<file path="config.mk">
export PLATFORM = sky130hd
export DESIGN_NAME = pmx_port_mux
export DESIGN_NICKNAME = d
export VERILOG_FILES = /design/src/logic/pmx_pkg.sv /design/src/logic/pmx_host_capture.sv /design/src/logic/pmx_port_mux.sv
export VERILOG_INCLUDE_DIRS = /design/src /design/src/logic
export SDC_FILE = /design/constraint.sdc
export NUM_CORES = 1
export LEC_CHECK = 0
export CAP_MARGIN = 20
export CORE_MARGIN = 2
export CORE_UTILIZATION = 69
export DETAILED_ROUTE_END_ITERATION = 7
export DONT_BUFFER_PORTS = 1
export GPL_TIMING_DRIVEN = 0
export PLACE_DENSITY = 0.91
export SYNTH_ARGS = -nofsm -noshare
export SYNTH_HDL_FRONTEND = slang
export SYNTH_SLANG_ARGS = --single-unit
</file>
<file path="constraint.sdc">
create_clock -name clk -period 27.1 [get_ports clk]
set_input_delay 2.71 -clock clk [delete_from_list [all_inputs] [get_ports clk]]
set_output_delay 2.71 -clock clk [all_outputs]
set_load 0.01 [all_outputs]
</file>
<file path="src/logic/pmx_consts.svh">
`ifndef PMX_CONSTS_SVH
`define PMX_CONSTS_SVH

// register indices, byte address is index times four
`define PMX_IDX_DIN_A     8'h00
`define PMX_IDX_DIN_B     8'h01
`define PMX_IDX_DIN_C     8'h10
`define PMX_IDX_DIN_D     8'h11
`define PMX_IDX_CTRL_A    8'h02
`define PMX_IDX_CTRL_B    8'h03
`define PMX_IDX_DOUT_A    8'h04
`define PMX_IDX_DOUT_B    8'h05
`define PMX_IDX_DOUT_C    8'h12
`define PMX_IDX_DOUT_D    8'h13
`define PMX_IDX_DIR_A     8'h06
`define PMX_IDX_DIR_B     8'h07
`define PMX_IDX_DIR_C     8'h14
`define PMX_IDX_DIR_D     8'h15
`define PMX_IDX_OEN_A     8'h0C
`define PMX_IDX_OEN_B     8'h0D
`define PMX_IDX_OEN_C     8'h1A
`define PMX_IDX_OEN_D     8'h1B
`define PMX_IDX_JTAG_EN   8'hC7
`define PMX_IDX_LSEL_A    8'h40
`define PMX_IDX_LSEL_B    8'h41
`define PMX_IDX_LSEL_C    8'h42
`define PMX_IDX_LSEL_D    8'h43
`define PMX_IDX_PROFILE   8'h44

// reset values
`define PMX_RST_BYTE      8'h00
`define PMX_RST_PORTD     3'h0
`define PMX_RST_PROFILE   3'h0
`define PMX_RST_JTAG      1'h0
`define PMX_ZERO_WORD     32'h0000_0000
`define PMX_RST_OEN       27'h7FF_FFFF

// profile codes, bits 1:0 of the profile register; bit 2 enables the data port in the non-multiplexed profile
`define PMX_PCODE_MUX     2'h0
`define PMX_PCODE_NONMUX  2'h1
`define PMX_PCODE_EXT     2'h2
`define PMX_PCODE_PAGE    2'h3
`define PMX_PROF_DPORT    2

// address nibble selectors
`define PMX_NIB_A3_0      2'h0
`define PMX_NIB_A7_4      2'h1
`define PMX_NIB_A11_8     2'h2
`define PMX_NIB_A15_12    2'h3

// port c test pin positions in the flat pin vector
`define PMX_PIN_TMS       16
`define PMX_PIN_TCK       17
`define PMX_PIN_STAT      19
`define PMX_PIN_ERR       20
`define PMX_PIN_TDI       21
`define PMX_PIN_TDO       22
`define PMX_JTAG_MASK     27'h040_0000 | 27'h020_0000 | 27'h010_0000 | 27'h008_0000 | 27'h003_0000

`endif

</file>
<file path="src/logic/pmx_pkg.sv">
package pmx_pkg;
   typedef struct packed {
      logic [15:0] addr;
      logic [7:0]  data;
      logic        ale;
      logic        rdN;
      logic        wrN;
      logic        csN;
   } pmx_host_bus_t;

   typedef struct packed {
      logic        ale;
      logic        rdN;
      logic        wrN;
      logic        csN;
   } pmx_host_ctrl_t;

   typedef enum logic [3:0] {
      PMX_PROF_MUX    = 4'b0001,
      PMX_PROF_NONMUX = 4'b0010,
      PMX_PROF_EXT    = 4'b0100,
      PMX_PROF_PAGE   = 4'b1000
   } pmx_profile_t;
endpackage

</file>
<file path="src/logic/pmx_host_capture.sv">
`include "pmx_consts.svh"

module pmx_host_capture
   import pmx_pkg::*;
(
   input  wire logic          clk,
   input  wire logic          rstN,
   input  wire logic          ce,
   input  wire pmx_host_bus_t hostPin,
   input  wire logic          latchAlways,
   output pmx_host_bus_t      hostSync,
   output logic [15:0]        latchedAddr
);
   pmx_host_bus_t meta_ff;
   pmx_host_bus_t sync_ff;
   logic [15:0]   addr_ff;

   // two-stage synchroniser for the host bus pins
   always_ff @(posedge clk or negedge rstN) begin
      if (!rstN) begin
         meta_ff <= '0;
         sync_ff <= '0;
      end else if (ce) begin
         meta_ff <= hostPin;
         sync_ff <= meta_ff;
      end
   end

   // address latch, transparent while ale is high
   always_ff @(posedge clk or negedge rstN) begin
      if (!rstN) begin
         addr_ff <= 16'h0000;
      end else if (ce && (sync_ff.ale || latchAlways)) begin
         addr_ff <= sync_ff.addr;
      end
   end

   assign hostSync    = sync_ff;
   assign latchedAddr = addr_ff;
endmodule // pmx_host_capture

</file>
<file path="src/logic/pmx_port_mux.sv">
// The register addresses and register access over APB were left to the implementer.
`include "pmx_consts.svh"

// Overview of operation
// RULE1 - twenty-seven pins on ports a, b, c and d each pick their function independently.
// RULE2 - every pin can be host i/o, logic-array i/o or latched address output; the code offers address output on ports a and b only.
// RULE3 - ports a and b together serve as the data port of a non-multiplexed host bus; the code uses port a alone as the 8-bit data port.
// RULE4 - the serial test port can be switched onto port c, sharing pins with other functions.
// RULE5 - test mode puts tms, tck, status, error, tdi and tdo on port c bits 0, 1, 3, 4, 5, 6.
// RULE6 - generic multiplexed hosts get a3-a0 on low and a7-a4 on high nibbles of a and b.
// RULE7 - non-multiplexed hosts get no address on port a and a3-a0/a7-a4 on port b.
// RULE8 - extended hosts get a7-a4 on a high and a11-a8 on b low; page mode a11-a8, a15-a12 on b.
// RULE9 - host bus control signals are accepted and also forwarded to the logic arrays.
// RULE10 - the host places the register set in a 256-byte window and reaches it by offset; the code decodes paddr[9:2], a 1024-byte window of word registers.
// RULE11 - control registers at 02 and 03 choose host i/o or address output per pin of a and b.
// RULE12 - direction registers at 06, 07, 14 and 15 set each pin of a, b, c, d as in or out.
// RULE13 - with the test port on, its port c pins ignore every other function selection.
module pmx_port_mux
   import pmx_pkg::*;
(
   input  wire logic          clk,
   input  wire logic          rst_n,
   input  wire logic          ce,
   input  wire logic          psel,
   input  wire logic          penable,
   input  wire logic          pwrite,
   input  wire logic [9:0]    paddr,
   input  wire logic [31:0]   pwdata,
   input  wire logic [3:0]    pstrb,
   output logic [31:0]        prdata,
   output logic               pready,
   output logic               pslverr,
   input  wire pmx_host_bus_t hostPin,
   output pmx_host_ctrl_t     hostCtrlToLogic,
   output logic [7:0]         hostPortData,
   input  wire logic [26:0]   pinIn,
   output logic [26:0]        pinOut,
   output logic [26:0]        pinOeN,
   input  wire logic [26:0]   logicOut,
   input  wire logic [26:0]   logicOe,
   output logic [26:0]        pinToLogic,
   input  wire logic          testStatus,
   input  wire logic          testError,
   input  wire logic          testTdo,
   input  wire logic          testTdoOe,
   output logic               testTms,
   output logic               testTck,
   output logic               testTdi
);
   logic           rstMeta_ff;
   logic           rstN_ff;
   logic [26:0]    pinMeta_ff;
   logic [26:0]    pinSync_ff;
   logic [26:0]    pinOut_ff;
   logic [26:0]    pinOeN_ff;
   logic [26:0]    nxt_pinOut;
   logic [26:0]    nxt_pinOeN;
   logic [7:0]     ctrlA_ff;
   logic [7:0]     ctrlB_ff;
   logic [7:0]     doutA_ff;
   logic [7:0]     doutB_ff;
   logic [7:0]     doutC_ff;
   logic [2:0]     doutD_ff;
   logic [7:0]     dirA_ff;
   logic [7:0]     dirB_ff;
   logic [7:0]     dirC_ff;
   logic [2:0]     dirD_ff;
   logic [7:0]     lselA_ff;
   logic [7:0]     lselB_ff;
   logic [7:0]     lselC_ff;
   logic [2:0]     lselD_ff;
   logic           jtagEn_ff;
   logic [2:0]     profile_ff;
   pmx_host_ctrl_t hostCtrl_ff;
   logic [7:0]     hostPortData_ff;
   logic [31:0]    prdata_ff;
   logic           pready_ff;
   logic           pslverr_ff;
   logic [31:0]    nxt_prdata;
   logic           mapped;

   pmx_host_bus_t  hostSync;
   logic [15:0]    latchedAddr;
   pmx_profile_t   profile;

   // reset release through two flops
   always_ff @(posedge clk or negedge rst_n) begin
      if (!rst_n) begin
         rstMeta_ff <= 1'b0;
         rstN_ff    <= 1'b0;
      end else begin
         rstMeta_ff <= 1'b1;
         rstN_ff    <= rstMeta_ff;
      end
   end

   function automatic pmx_profile_t profDecode(input logic [1:0] code);
      case (code)
         `PMX_PCODE_MUX:    profDecode = PMX_PROF_MUX;
         `PMX_PCODE_NONMUX: profDecode = PMX_PROF_NONMUX;
         `PMX_PCODE_EXT:    profDecode = PMX_PROF_EXT;
         default:           profDecode = PMX_PROF_PAGE;
      endcase
   endfunction

   // nibble map per profile: {valid, nibble}
   function automatic logic [2:0] nibMap(input pmx_profile_t p, input logic portB,
                                         input logic hi);
      case (p)
         PMX_PROF_MUX:    nibMap = {1'b1, hi ? `PMX_NIB_A7_4 : `PMX_NIB_A3_0};   // [RULE6]
         PMX_PROF_NONMUX: nibMap = {portB, hi ? `PMX_NIB_A7_4 : `PMX_NIB_A3_0};  // [RULE7]
         PMX_PROF_EXT:    nibMap = portB ? {!hi, `PMX_NIB_A11_8}
                                         : {hi, `PMX_NIB_A7_4};                   // [RULE8]
         PMX_PROF_PAGE:   nibMap = {portB, hi ? `PMX_NIB_A15_12 : `PMX_NIB_A11_8}; // [RULE8]
         default:         nibMap = 3'h0;
      endcase
   endfunction

   // host bus synchroniser and address latch; non-multiplexed buses follow the address
   pmx_host_capture u_capture (
      .clk         (clk),
      .rstN        (rstN_ff),
      .ce          (ce),
      .hostPin     (hostPin),
      .latchAlways (profile == PMX_PROF_NONMUX),
      .hostSync    (hostSync),
      .latchedAddr (latchedAddr)
   );

   assign profile = profDecode(profile_ff[1:0]);

   // flat per-pin configuration, port a lowest
   wire [26:0] ctrlVec = {3'h0, 8'h00, ctrlB_ff, ctrlA_ff};                // [RULE11]
   wire [26:0] doutVec = {doutD_ff, doutC_ff, doutB_ff, doutA_ff};
   wire [26:0] dirVec  = {dirD_ff, dirC_ff, dirB_ff, dirA_ff};              // [RULE12]
   wire [26:0] lselVec = {lselD_ff, lselC_ff, lselB_ff, lselA_ff};
   wire [26:0] jtagVec = jtagEn_ff ? (`PMX_JTAG_MASK) : 27'h000_0000;      // [RULE4]
   wire        dataPortOn = profile_ff[`PMX_PROF_DPORT] && (profile == PMX_PROF_NONMUX);
   wire        hostWrAct  = !hostSync.csN && !hostSync.wrN;

   wire [2:0]  nibAL = nibMap(profile, 1'b0, 1'b0);
   wire [2:0]  nibAH = nibMap(profile, 1'b0, 1'b1);
   wire [2:0]  nibBL = nibMap(profile, 1'b1, 1'b0);
   wire [2:0]  nibBH = nibMap(profile, 1'b1, 1'b1);
   wire [15:0] addrNibs = {nibBH[2] ? latchedAddr[{nibBH[1:0], 2'b00} +: 4] : 4'h0,
                           nibBL[2] ? latchedAddr[{nibBL[1:0], 2'b00} +: 4] : 4'h0,
                           nibAH[2] ? latchedAddr[{nibAH[1:0], 2'b00} +: 4] : 4'h0,
                           nibAL[2] ? latchedAddr[{nibAL[1:0], 2'b00} +: 4] : 4'h0};
   wire [26:0] addrVal = {11'h000, addrNibs};
   wire [26:0] addrVld = {11'h000, {4{nibBH[2]}}, {4{nibBL[2]}}, {4{nibAH[2]}},
                          {4{nibAL[2]}}} & ctrlVec;                          // [RULE6]
   wire [26:0] dportVec = dataPortOn ? 27'h000_00FF : 27'h000_0000;         // [RULE3]

   // test port pins: drive status and error, drive tdo while testTdoOe is high, release the inputs
   wire [26:0] jtagOut = (27'h1 << `PMX_PIN_STAT) & {27{testStatus}}
                       | (27'h1 << `PMX_PIN_ERR) & {27{testError}}
                       | (27'h1 << `PMX_PIN_TDO) & {27{testTdo}};          // [RULE5]
   wire [26:0] jtagDrv = (27'h1 << `PMX_PIN_STAT) | (27'h1 << `PMX_PIN_ERR)
                       | ((27'h1 << `PMX_PIN_TDO) & {27{testTdoOe}});

   // per-pin function priority: test port, data port, address, logic array, host i/o
   genvar gi;
   generate
      for (gi = 0; gi < 27; gi++) begin : g_pin                              // [RULE1]
         always_comb begin
            if (jtagVec[gi]) begin                                           // [RULE13]
               nxt_pinOut[gi] = jtagOut[gi];
               nxt_pinOeN[gi] = !jtagDrv[gi];
            end else if (dportVec[gi]) begin
               nxt_pinOut[gi] = hostSync.data[gi % 8];                       // [RULE3]
               nxt_pinOeN[gi] = !hostWrAct;
            end else if (addrVld[gi]) begin
               nxt_pinOut[gi] = addrVal[gi];                                 // [RULE2]
               nxt_pinOeN[gi] = 1'b0;
            end else if (lselVec[gi]) begin
               nxt_pinOut[gi] = logicOut[gi];                                // [RULE2]
               nxt_pinOeN[gi] = !logicOe[gi];
            end else begin
               nxt_pinOut[gi] = doutVec[gi];                                 // [RULE2]
               nxt_pinOeN[gi] = !dirVec[gi];                                 // [RULE12]
            end
         end
      end
   endgenerate

   always_ff @(posedge clk or negedge rstN_ff) begin
      if (!rstN_ff) begin
         pinMeta_ff      <= 27'h000_0000;
         pinSync_ff      <= 27'h000_0000;
         pinOut_ff       <= 27'h000_0000;
         pinOeN_ff       <= `PMX_RST_OEN;
         hostCtrl_ff     <= '1;
         hostPortData_ff <= `PMX_RST_BYTE;
      end else if (ce) begin
         pinMeta_ff      <= pinIn;
         pinSync_ff      <= pinMeta_ff;
         pinOut_ff       <= nxt_pinOut;
         pinOeN_ff       <= nxt_pinOeN;
         hostCtrl_ff     <= {hostSync.ale, hostSync.rdN, hostSync.wrN, hostSync.csN}; // [RULE9]
         hostPortData_ff <= pinSync_ff[7:0];
      end
   end

   // register window: index is byte address over four
   wire [7:0] idx    = paddr[9:2];                                           // [RULE10]
   wire       access = psel && penable && pready_ff;
   wire       wrEn   = access && pwrite && pstrb[0] && mapped;
   wire [7:0] wb     = pwdata[7:0];
   wire [26:0] oeVec = ~pinOeN_ff;

   always_comb begin
      mapped     = 1'b1;
      nxt_prdata = `PMX_ZERO_WORD;
      case (idx)
         `PMX_IDX_DIN_A:   nxt_prdata[7:0] = pinSync_ff[7:0];
         `PMX_IDX_DIN_B:   nxt_prdata[7:0] = pinSync_ff[15:8];
         `PMX_IDX_DIN_C:   nxt_prdata[7:0] = pinSync_ff[23:16];
         `PMX_IDX_DIN_D:   nxt_prdata[2:0] = pinSync_ff[26:24];
         `PMX_IDX_CTRL_A:  nxt_prdata[7:0] = ctrlA_ff;
         `PMX_IDX_CTRL_B:  nxt_prdata[7:0] = ctrlB_ff;
         `PMX_IDX_DOUT_A:  nxt_prdata[7:0] = doutA_ff;
         `PMX_IDX_DOUT_B:  nxt_prdata[7:0] = doutB_ff;
         `PMX_IDX_DOUT_C:  nxt_prdata[7:0] = doutC_ff;
         `PMX_IDX_DOUT_D:  nxt_prdata[2:0] = doutD_ff;
         `PMX_IDX_DIR_A:   nxt_prdata[7:0] = dirA_ff;
         `PMX_IDX_DIR_B:   nxt_prdata[7:0] = dirB_ff;
         `PMX_IDX_DIR_C:   nxt_prdata[7:0] = dirC_ff;
         `PMX_IDX_DIR_D:   nxt_prdata[2:0] = dirD_ff;
         `PMX_IDX_OEN_A:   nxt_prdata[7:0] = oeVec[7:0];
         `PMX_IDX_OEN_B:   nxt_prdata[7:0] = oeVec[15:8];
         `PMX_IDX_OEN_C:   nxt_prdata[7:0] = oeVec[23:16];
         `PMX_IDX_OEN_D:   nxt_prdata[2:0] = oeVec[26:24];
         `PMX_IDX_JTAG_EN: nxt_prdata[0]   = jtagEn_ff;
         `PMX_IDX_LSEL_A:  nxt_prdata[7:0] = lselA_ff;
         `PMX_IDX_LSEL_B:  nxt_prdata[7:0] = lselB_ff;
         `PMX_IDX_LSEL_C:  nxt_prdata[7:0] = lselC_ff;
         `PMX_IDX_LSEL_D:  nxt_prdata[2:0] = lselD_ff;
         `PMX_IDX_PROFILE: nxt_prdata[2:0] = profile_ff;
         default:          mapped = 1'b0;
      endcase
   end

   // one wait state: pready rises in the second access cycle
   always_ff @(posedge clk or negedge rstN_ff) begin
      if (!rstN_ff) begin
         pready_ff  <= 1'b0;
         pslverr_ff <= 1'b0;
         prdata_ff  <= `PMX_ZERO_WORD;
      end else if (ce) begin
         pready_ff  <= psel && penable && !pready_ff;
         pslverr_ff <= psel && penable && !pready_ff && !mapped;
         prdata_ff  <= (psel && penable && !pready_ff && !pwrite) ? nxt_prdata
                                                                    : `PMX_ZERO_WORD;
      end
   end

   always_ff @(posedge clk or negedge rstN_ff) begin
      if (!rstN_ff) begin
         ctrlA_ff   <= `PMX_RST_BYTE;
         ctrlB_ff   <= `PMX_RST_BYTE;
         doutA_ff   <= `PMX_RST_BYTE;
         doutB_ff   <= `PMX_RST_BYTE;
         doutC_ff   <= `PMX_RST_BYTE;
         doutD_ff   <= `PMX_RST_PORTD;
         dirA_ff    <= `PMX_RST_BYTE;
         dirB_ff    <= `PMX_RST_BYTE;
         dirC_ff    <= `PMX_RST_BYTE;
         dirD_ff    <= `PMX_RST_PORTD;
         lselA_ff   <= `PMX_RST_BYTE;
         lselB_ff   <= `PMX_RST_BYTE;
         lselC_ff   <= `PMX_RST_BYTE;
         lselD_ff   <= `PMX_RST_PORTD;
         jtagEn_ff  <= `PMX_RST_JTAG;
         profile_ff <= `PMX_RST_PROFILE;
      end else if (ce && wrEn) begin
         if (idx == `PMX_IDX_CTRL_A)  ctrlA_ff   <= wb;                     // [RULE11]
         if (idx == `PMX_IDX_CTRL_B)  ctrlB_ff   <= wb;                     // [RULE11]
         if (idx == `PMX_IDX_DOUT_A)  doutA_ff   <= wb;
         if (idx == `PMX_IDX_DOUT_B)  doutB_ff   <= wb;
         if (idx == `PMX_IDX_DOUT_C)  doutC_ff   <= wb;
         if (idx == `PMX_IDX_DOUT_D)  doutD_ff   <= wb[2:0];
         if (idx == `PMX_IDX_DIR_A)   dirA_ff    <= wb;                     // [RULE12]
         if (idx == `PMX_IDX_DIR_B)   dirB_ff    <= wb;                     // [RULE12]
         if (idx == `PMX_IDX_DIR_C)   dirC_ff    <= wb;                     // [RULE12]
         if (idx == `PMX_IDX_DIR_D)   dirD_ff    <= wb[2:0];                // [RULE12]
         if (idx == `PMX_IDX_LSEL_A)  lselA_ff   <= wb;
         if (idx == `PMX_IDX_LSEL_B)  lselB_ff   <= wb;
         if (idx == `PMX_IDX_LSEL_C)  lselC_ff   <= wb;
         if (idx == `PMX_IDX_LSEL_D)  lselD_ff   <= wb[2:0];
         if (idx == `PMX_IDX_JTAG_EN) jtagEn_ff  <= wb[0];                  // [RULE4]
         if (idx == `PMX_IDX_PROFILE) profile_ff <= wb[2:0];
      end
   end

   assign prdata          = prdata_ff;
   assign pready          = pready_ff;
   assign pslverr         = pslverr_ff;
   assign pinOut          = pinOut_ff;
   assign pinOeN          = pinOeN_ff;
   assign pinToLogic      = pinSync_ff;
   assign hostCtrlToLogic = hostCtrl_ff;                                     // [RULE9]
   assign hostPortData    = hostPortData_ff;
   assign testTms         = pinSync_ff[`PMX_PIN_TMS];                         // [RULE5]
   assign testTck         = pinSync_ff[`PMX_PIN_TCK];                         // [RULE5]
   assign testTdi         = pinSync_ff[`PMX_PIN_TDI];                         // [RULE5]
endmodule // pmx_port_mux

</file>
### Word-level counts from Yosys, hierarchy flattened

Cells that the tools add are included.

| storage, ports and cells | value |
|---|---|
| flip-flop bits (word level) | 329 |
| bits in latches | 0 |
| memory bits (writable) | 0 |
| ROM bits | 0 |
| bits of input ports | 165 |
| output and inout bits | 130 |
| word-level logic and storage cells | 408 |
| memories | 0 |

| cells by class | value |
|---|---|
| add/subtract/negate cells | 0 |
| multiply operators | 0 |
| div/mod/pow operators | 0 |
| magnitude comparators | 0 |
| eq/ne operators | 29 |
| shift operators | 4 |
| multiplexer cells | 232 |
| bitwise logic cells | 4 |
| reduce and logical (&&, ||, !) cells | 96 |

Operators with widths:

| kind | number |
|---|---|
| 2-to-1 mux 1 bit | 217 |
| case mux 5 bit (17 select lines) | 1 |
| equality test 8 x 5 -> 1 bit, second input constant | 8 |
| variable part select 16 x 5 -> 4 bit | 4 |
| zero test 1 bit | 61 |
| case mux 2 bit (23 select lines) | 1 |
| equality test 8 x 7 -> 1 bit, second input constant | 5 |
| equality test 8 x 3 -> 1 bit, second input constant | 4 |
| AND reduction 2 bit | 16 |
| inverter 27 bit | 1 |
| case mux 3 bit (3 select lines) | 3 |
| case mux 1 bit (24 select lines) | 1 |
| OR reduction 24 bit | 1 |
| 2-to-1 mux 23 bit | 1 |
| OR 21 x 23 -> 23 bit | 1 |
| OR 20 x 21 -> 21 bit | 1 |
| bitwise AND 16 bit | 1 |
| equality test 8 x 2 -> 1 bit, second input constant | 2 |
| equality test 8 x 4 -> 1 bit, second input constant | 2 |
| 2-to-1 mux 4 bit | 4 |
| 2-to-1 mux 8 bit | 2 |
| logical AND 1 bit | 12 |
| case mux 4 bit (3 select lines) | 1 |
| equality test 8 x 1 -> 1 bit, second input constant | 1 |
| 12 further kinds | 14 |

### Longest topological paths before layout

Gate-level depths: netlist of run 1.

| depth | value |
|---|---|
| word-level depth | 10 |
| depth in mapped cells | 10 |
| depth with buffers taken out | 6 |

### Cells and area by module

A second synthesis of run 1 with hierarchy kept.

| second synthesis, totals | value |
|---|---|
| cells, all modules | 1146 |
| area total of the unflattened synthesis | 14483.9 um^2 |

Modules (own cells, without submodules):

| module | times used | cells an instance | area each (um^2) |
|---|---|---|---|
| pmx_port_mux | 1 | 994 | 11748.8 |
| pmx_host_capture | 1 | 152 | 2735.1 |

### Worst setup path before layout of run 1

No wires, ideal clock.

| path | value |
|---|---|
| path type | input port to flip-flop |
| from | input paddr[3] |
| to | register prdata_ff[4], in the netlist prdata[4] |
| library setup time | 134 ps |
| data arrival time | 4379 ps |
| data required time | 26966 ps |
| slack | 22586 ps |
| stages on the path | 7 |
| cells stage by stage | buf_2 -> buf_2 -> a221o_1 -> and3_1 -> or4_4 -> a2111oi_4 -> o22ai_1 |

| between the ends | value |
|---|---|
| cells in the longest elaborated chain, start to end | 3 |
| elaborated cells between the ends (all ways) | 19 |
| classes of those cells | eq/ne: 16; mux: 2; reduce/logical: 1 |

Ends and longest elaborated chain:

| element | RTL line | RTL |
|---|---|---|
| start: declaration | pmx_port_mux.sv:27 | `input wire logic [9:0] paddr,` |
| equality test 8 x 7 -> 1 bit (tied with other cells) | pmx_port_mux.sv:214 | `case (idx)` |
| case mux 5 bit (17 select lines) * | pmx_port_mux.sv:214 |  |
| 2-to-1 mux 8 bit (no source line) * | n/a |  |
| end signal: assignment | pmx_port_mux.sv:248 | `` prdata_ff <= `PMX_ZERO_WORD; `` |
| end signal: assignment | pmx_port_mux.sv:252 | `prdata_ff <= (psel && penable && !pready_ff && !pwrite) ? nxt_prdata` |
| end: declaration | pmx_port_mux.sv:76 | `logic [31:0] prdata_ff;` |

Mark *: on every way between the ends. The rest lies on a longest branch, timed or not.
A chain may end at the register's enable or synchronous reset.

### Worst setup path in the final report of run 1

| path | value |
|---|---|
| from | input paddr[7] |
| to | register ctrlB_ff[3] |

| between the ends | value |
|---|---|
| cells in the longest elaborated chain, start to end | 6 |
| elaborated cells between the ends (all ways) | 29 |
| classes of those cells | eq/ne: 23; mux: 1; reduce/logical: 5 |

Ends and longest elaborated chain:

| element | RTL line | RTL |
|---|---|---|
| equality test 8 x 2 -> 1 bit (tied with other cells) | pmx_port_mux.sv:214 |  |
| OR reduction 24 bit (no source line) | n/a |  |
| 2-to-1 mux 1 bit | pmx_port_mux.sv:214 |  |
| logical AND 1 bit | pmx_port_mux.sv:207 | `wire wrEn = access && pwrite && pstrb[0] && mapped;` |
| logical AND 1 bit | pmx_port_mux.sv:275 | `end else if (ce && wrEn) begin` |
| AND reduction 2 bit (no source line) * | n/a |  |
| end signal: assignment | pmx_port_mux.sv:260 | `` ctrlB_ff <= `PMX_RST_BYTE; `` |
| end signal: assignment | pmx_port_mux.sv:277 | `` if (idx == `PMX_IDX_CTRL_B) ctrlB_ff <= wb; `` |
| end: declaration | pmx_port_mux.sv:59 | `logic [7:0] ctrlB_ff;` |

Marked as above.

==> results.md, run 1 <==
- Syn_area_per_cell: around 12 µm²
- Synth Area in Simple Gates: 0.0752
- DRT Pass-1 Iters: 7
- Final min period: about 5000 ps
- Worst Tran Pin Value: 1120 ps
- Die Ht: approximately 150 µm
- Final hold violation count: 0
- # setup viols final: 0
- Maximum vdd ir drop: between 0.07 and 0.08 mV
- Global route overflow: 0
- CTS Hold Bufs: 0
- Clk_lat worst skew: 580 ps
- Synth warnings: 0
- Clk Tree Root Cell: clkbuf_16
- WL per Instance: 32.6 µm
- Critical Path Most Common Cell: buf_2
- Clock Power Share: 0.412
- Synth cell types: between 60 and 70
- Final Cycle Share: 0.186
- Synth Area in Compound Gates: 0.0806
- Core Region: slightly above 0.02 mm²
- Worst-path clk slew: 70 ps
- Max_slew headroom: 0.255
- Top FF cell, synth: dfrtp_1
- First-pass GRT wire length: 71700 µm
- Final Instance Area: 0.0159 mm²
- Min Hold Slack: approximately 330 ps
- Vias in the first global route: 11100
- Drt drc: 0
- Post-synth EDFFs: 0
- Vias/cell: ~7.2
- Mapped Area: 0.0143 mm²
- Post-CTS Resized: 0
- Nets: about 1400
- Max clock buf depth: 3
- Initial DRC Count: 1154
- Comb pwr share: 0.089
- Power per Cell Area: ~67 mW/mm²
- Sequential fraction of the synthesis area: 0.535
- Adder-Cell Fraction of Synth Area: 0
- Synthesized flop and latch total: ~300
- Switching share of total power: 0.262
- Status: complete, no violations
- Slowest CP cell: nor4_1
- Initial core utilization: 0.706
- Final core utilization: 0.784
- CP Capture Type: register
- Largest net degree at the start of global routing: 75
- Die width: about 150 µm
- Post-CTS setup buffers: 0
- Most frequent cell after synthesis: dfrtp_1
- Post-synthesis xor/xnor area fraction: 0
- Post-DP Area: approximately 0.015 mm²
- Post-route ant nets: 0
- CTS Buf Count: 29
- Cells after synthesis: roughly 1100
- Max-cap violation count: 0
- CTS tree: yes
- Final wirelength: just under 50000 µm
- I/O Pins: 295
- Biggest cell delay along the critical path: approximately 840 ps
- Post-synth top cells: dfrtp_1 (274), mux2_2 (271), mux2i_1 (74), nor2_1 (59), nand2_1 (44)
- Worst setup SP type: input port
- Total GRT Usage: 0.447
- Diodes inserted: 0
- Highest clock rate: roughly 0.2 GHz
- Post-synth ARST share: 1.00
- Unrepaired setup endpoints after global routing: no
- Post-synthesis mux area share: 0.270
- Top area cells in the synthesized netlist: dfrtp_1 (48%), mux2_2 (21%), dfstp_2 (5.7%), mux2i_1 (5.2%), nor2_1 (1.5%)
- Layout cells sized above 1: 0.345
- Vias: roughly 11000
- CP required: around 28000 ps
- H-tree Lvls: 1
- Clock Sink Count: between 300 and 400
- Sw power: roughly 0.28 mW
- Cell chain of the critical path: buf_2 -> nor4_1 -> buf_2 -> nand2_1 -> nor2_2 -> mux2_2
- Setup TNS: 0 ps
- LEAKAGE: just under 7 nW
- Initial antenna violation count: 0
- Critical path fanouts, max: 10
- Largest area contributor in the netlist: dfrtp_1
- Filler cell count in the final layout: between 1000 and 1500
- Final Max Tran Viols: 0
- Hpwl dp: around 35000 µm
- Main combinational cell family by area after synthesis: multiplexers
- Worst min-delay path class: register to async pin
- Gp weighted congestion: 1.01
- Port buffer count: 0
- Internal power: 0.790 mW
- Crit path DAT: ~5500 ps
- Die ar.: 0.0219 mm²
- Crit path kind: input port to register
- Part of the power in registers: 0.499
- Clk_skew: ~12 ps
- Yosys top cell area share: 0.478
- P&R area growth vs syn: 11.0%
- Std cell rows: between 50 and 60
-- flip-flops by register name (all words and copies together) (netlist names), 4 cells and up --
register	cells
u_capture.hostSync	28
u_capture.meta_ff	28
pinMeta_ff	27
pinOeN	27
pinOut	27
pinToLogic	27
u_capture.latchedAddr	16
ctrlA_ff	8
ctrlB_ff	8
dirA_ff	8
dirB_ff	8
dirC_ff	8
doutA_ff	8
doutB_ff	8
doutC_ff	8
hostPortData	8
lselA_ff	8
lselB_ff	8
lselC_ff	8
prdata	8
hostCtrlToLogic	4
-- cell families after synthesis --
kind of cell | count (synthesis)
AND/OR/NAND/NOR | 209
AO/OA/AOI/OAI | 170
other | 2
multiplexers | 349
flip-flops | 305
buffers and inverters | 114
-- power by group through the flow --
stage,Sequential [mW],Combinational (mW),Clock [mW]
floorplan,0.528,0.0623,0
finish,0.534,0.0950,0.441
global route,0.536,0.100,0.460
global placement,0.543,0.0779,0
CTS,0.532,0.0936,0.439
detailed placement,0.538,0.0914,0
-- layout make-up --
cell class / count / area (µm²) / area share
flip-flops and latches: 305 / 7670 / 0.482
multi-input cells: 753 / 6200 / 0.390
clock buffers: 39 / 833 / 0.0524
plain buffers: 96 / 483 / 0.0304
well taps: 270 / 338 / 0.0212
clock inverters: 15 / 203 / 0.0127
repair buffers: 4 / 110 / 0.00692
inverters: 18 / 67.6 / 0.00425
-- cells in the final DEF (no fill, tap or decap), drive strengths merged, types with 5 or more instances in the layout --
master	Yosys	routed
a211oi	17	17
a21oi	43	43
a22oi	15	15
a31oi	12	12
a32oi	10	10
buf	57	61
clkbuf	39	78
clkinv	0	7
conb	2	25
dfrtp	274	274
dfstp	31	31
inv	18	20
mux2	272	272
mux2i	74	74
nand2	44	44
nand2b	11	11
nand3	17	17
nand4	5	5
nor2	68	68
nor2b	20	20
nor3	12	12
nor4	6	6
o21ai	20	20
o22ai	18	18
-- path summary, 6_finish.rpt --
| kind | start | to | slack [ps] | cells past startpoint |
|---|---|---|---|---|
| min in group clk | rstMeta_ff | rstN_ff | 370 | 0 |
| hold / removal | rstN_ff | pinToLogic[24] | 330 | 0 |
| max in group asynchronous | rst_n | rstN_ff | 25190 | 0 |
| hold reg to reg | rstN_ff | pinToLogic[24] | 330 | 0 |
| setup reg to reg | pready | lselB_ff[4] | 24420 | 5 |
| setup / recovery | paddr[7] | ctrlB_ff[3] | 22070 | 6 |
-- metal layers --
| metal | up-vias | wire [µm] | GRT usage |
|---|---|---|---|
| met5 | - | 0 | 0 |
| met4 | 0 | 2620 | 0.203 |
| met3 | 191 | 6160 | 0.126 |
| met2 | 847 | 22700 | 0.704 |
| met1 | 5420 | 17300 | 0.584 |
| li1 | 4279 | - | - |
-- through the flow --
stage / std cells / worst slack, ps / power, mW
floorplan: 1172 / 18020 / 0.590
global placement: 1442 / 15170 / 0.621
detailed placement: 1446 / 21720 / 0.630
CTS: 1500 / 22300 / 1.06
global route: 1500 / 22170 / 1.10
finish: 1500 / 22070 / 1.07
-- critical path: cells and delay by family --
family | cells | cell delay (ps)
buffers and inverters | 2 | 570
multiplexers | 1 | 430
AND/OR/NAND/NOR | 3 | 1770
Power figures use the tool's default switching activity.
==> run 2: changes to the inputs <==
ABC_AREA = 1   (was unset)
CORE_UTILIZATION = 58   (was 69)
PLACE_DENSITY = 0.82   (was 0.91)
clock period = 4.05 ns   (was 27.1 ns; I/O delays follow)
==> run 2 against run 1 <==
First-iteration DRC count increased by 59%. Synthesized area increased by 2.2%. Final area up 7.2%. Register-to-register slack worse by 23000 ps. Clock skew increased by 5.7 ps. Sequential share of layout area decreased by 3.2 points. Critical path type is now register to register.
==> results.md, run 2 <==
- Initial antenna violation count: 2 (was 0)
- Std cell rows: 58 (was 52)
- DRT Pass-1 Iters: 6 (was 7)
- R2r startpoint: pready (unchanged)
- Worst-path clk slew: 60 ps (was 70 ps)
- Post-synth top cells: nand2_1 (813), dfrtp_1 (274), nor2_1 (116), nand4_1 (113), o21ai_0 (104) (was dfrtp_1 (274), mux2_2 (271), mux2i_1 (74), nor2_1 (59), nand2_1 (44))
- Power per Cell Area: 420 mW/mm² (was 67.2 mW/mm²)
- Worst Tran Pin Value: 1120 ps (about the same)
- H-tree Lvls: 1 (unchanged)
- Highest clock rate: approximately 0.37 GHz
- Slowest CP cell: clkbuf_1 (was nor4_1)
- Synth cell types: 38 (was 66)
- # setup viols final: 0 (unchanged)
- First-pass GRT wire length: 84500 µm (was 71700 µm)
- Clk Tree Root Cell: clkbuf_16 (unchanged)
- Diodes inserted: 0 (unchanged)
- Drt drc: 0 (unchanged)
- Core Region: 0.0250 mm² (was 0.0203 mm²)
- Filler cell count in the final layout: 2029 (was 1167)
- Dpl ws: 1300 ps (was 21720 ps)
- Crit path DAT: 3260 ps (was 5490 ps)
- Critical path fanouts, max: 10 (unchanged)
- Yosys top cell area share: 0.468 (was 0.478)
- CP required: 4570 ps (was 27560 ps)
- Global route overflow: 0 (unchanged)
- Crit path kind: register to register (was input port to register)
- Post-CTS setup buffers: 0 (unchanged)
- Hpwl dp: 42300 µm (was 34900 µm)
- Top area cells in the synthesized netlist: dfrtp_1 (47%), nand2_1 (21%), dfstp_2 (5.6%), nand4_1 (4.8%), o21ai_0 (3.6%) (was dfrtp_1 (48%), mux2_2 (21%), dfstp_2 (5.7%), mux2i_1 (5.2%), nor2_1 (1.5%))
- Die width: 163 µm (was 148 µm)
- Most frequent cell after synthesis: nand2_1 (was dfrtp_1)
- Synthesized flop and latch total: 305 (unchanged)
- Largest area contributor in the netlist: dfrtp_1 (unchanged)
- Cells after synthesis: 1866 (was 1149)
- Gp weighted congestion: 1.04 (was 1.01)
- Worst setup SP type: register (was input port)
- Final hold violation count: 0 (unchanged)
- Syn_area_per_cell: 7.85 µm² (was 12.5 µm²)
- Clk_lat worst skew: 590 ps (was 580 ps)
- Maximum vdd ir drop: 0.434 mV (was 0.0767 mV)
- CTS Hold Bufs: 69 (was 0)
- Max-cap violation count: 0 (unchanged)
- Crit. Startpoint: pready (was paddr[7])
- Critical Path Most Common Cell: clkbuf_1 (was buf_2)
- Nets: 2160 (was 1372)
- Top FF cell, synth: dfrtp_1 (unchanged)
- Initial DRC Count: 1830 (was 1154)
- Post-synth EDFFs: 0 (unchanged)
- I/O Pins: 295 (unchanged)
- Largest net degree at the start of global routing: 73 (was 75)
- Reg-to-Reg End: lselD_ff[2] (was lselB_ff[4])
- Worst min-delay path class: input port to register (was register to async pin)
- Synth warnings: 0 (unchanged)
- CP Capture Type: register (unchanged)
- Final min period: 2740 ps
- Final wirelength: 58300 µm (was 48900 µm)
- WL per Instance: 24.8 µm (was 32.6 µm)
- Biggest cell delay along the critical path: 710 ps (was 840 ps)
- Vias/cell: 6.17 (was 7.16)
- Clk_skew: 17.7 ps (was 12.0 ps)
- Status: complete, no violations (unchanged)
- CTS Buf Count: 31 (was 29)
- Sequential fraction of the synthesis area: 0.523 (was 0.535)
- Worst reg2reg path depth: 6 (was 5)
- CP endpoint: lselD_ff[2] (was ctrlB_ff[3])
- Final Cycle Share: 0.676
- Clock Sink Count: 305 (unchanged)
- Vias: 14500 (was 10700)
- R2R Setup Slk: 1310 ps (was 24420 ps)
- Final WS setup: 1310 ps (was 22070 ps)
- Highest-count cells in the layout ignoring fill and taps: nand2_1 (813), dfrtp_1 (273), nor2_1 (116) (was dfrtp_1 (273), mux2_2 (271), mux2i_1 (74))
- Port buffer count: 0 (unchanged)
- P&R area growth vs syn: 16.3% (was 11.0%)
- Cell chain of the critical path: nand3_1 -> nor2_1 -> clkbuf_1 -> clkbuf_1 -> nand4_1 -> nand2_1 (was buf_2 -> nor4_1 -> buf_2 -> nand2_1 -> nor2_2 -> mux2_2)
- Die ar.: 0.0266 mm² (was 0.0219 mm²)
- Post-CTS Resized: 0 (unchanged)
- Max_slew headroom: 0.253 (was 0.255)
- Die Ht: 163 µm (was 148 µm)
- Unrepaired setup endpoints after global routing: no (unchanged)
- Max clock buf depth: 3 (unchanged)
- Total GRT Usage: 0.436 (was 0.447)
- LEAKAGE: 8.55 nW (was 6.85 nW)
- Final Max Tran Viols: 0 (unchanged)
- Layout cells sized above 1: 0.0813 (was 0.345)
- Initial core utilization: 0.587 (was 0.706)
- Most common cell after layout, fill and taps aside: nand2_1 (was dfrtp_1)
- Setup TNS: 0 ps (unchanged)
- Mapped Area: 0.0147 mm² (was 0.0143 mm²)
- Post-route ant nets: 0 (unchanged)
- CTS tree: yes (unchanged)
- Post-synth ARST share: 1.00 (unchanged)
- Vias in the first global route: 13700 (was 11100)
==> run 2: cell types whose count changed after synthesis, sizes merged, moves of 62 or more <==
cell / change
inv: +79
nand3: +62
o21ai: +84
nor2: +66
mux2: -271
nand2: +773
nand4: +108
==> run 2: how the worst min path moves through the flow <==
| stage | startpoint | endpoint | slack (ps) | cells after the start |
|---|---|---|---|---|
| 5_1_grt | testError | pinOut[20] | 10 | 2 |
| 4_1_cts | logicOe[0] | pinOeN[0] | 1 | 3 |
| 6_report | logicOe[12] | pinOeN[12] | 3 | 3 |
| 3_5_place_dp | rst_n | rstMeta_ff | 110 | 0 |
| 2_1_floorplan | rst_n | rstMeta_ff | 110 | 0 |
| 3_3_place_gp | rst_n | rstMeta_ff | 110 | 0 |
==> run 2: routing by layer <==
layer,routed length [µm],vias to the layer above,part of all wire,GRT usage
met4,3500,4,0.060,0.218
met1,21400,6978,0.37,0.556
met2,26300,1042,0.45,0.685
li1,-,6270,-,-
met3,7070,204,0.12,0.122
met5,29,-,0.00050,0
==> run 2: cell families after synthesis <==
family | count (synthesis) | share of synthesized area
AND/OR/NAND/NOR | 1158 | 0.331
flip-flops | 305 | 0.523
buffers and inverters | 214 | 0.0679
AO/OA/AOI/OAI | 173 | 0.0673
multiplexers | 14 | 0.00965
other | 2 | 0.000512
==> run 2: worst max-delay path: cells and delay by family (launching register included) <==
kind	cells	cell delay, ps
flip-flops	1	450
AND/OR/NAND/NOR	4	980
buffers and inverters	2	1240
==> run 2: final cells by class <==
class	count	area [µm²]	share of cell area
well taps	330	413	0.0242
clock buffers	42	857	0.0503
plain buffers	116	627	0.0368
repair buffers	73	801	0.0470
clock inverters	14	235	0.0138
flip-flops and latches	305	7670	0.450
multi-input cells	1370	6080	0.356
inverters	98	368	0.0216
==> run 2: power breakdown <==
group	switching (mW)	leakage [nW]	total, mW	internal [mW]
Sequential	0.197	3.93	3.44	3.24
Combinational	0.408	4.07	0.607	0.200
Clock	1.26	0.541	3.13	1.86
==> run 2: through the flow <==
step            util  power (mW)  cell area [µm²]  hold slack, ps  instances
2_1_floorplan      -        3.77            14700             109       1889
3_3_place_gp   0.607        3.96            15200             109       2219
3_5_place_dp   0.612        4.00            15300             109       2223
4_1_cts        0.683        7.12            17100           0.984       2348
5_1_grt        0.683        7.34            17100            9.82       2348
6_report       0.683        7.17            17100            2.91       2348
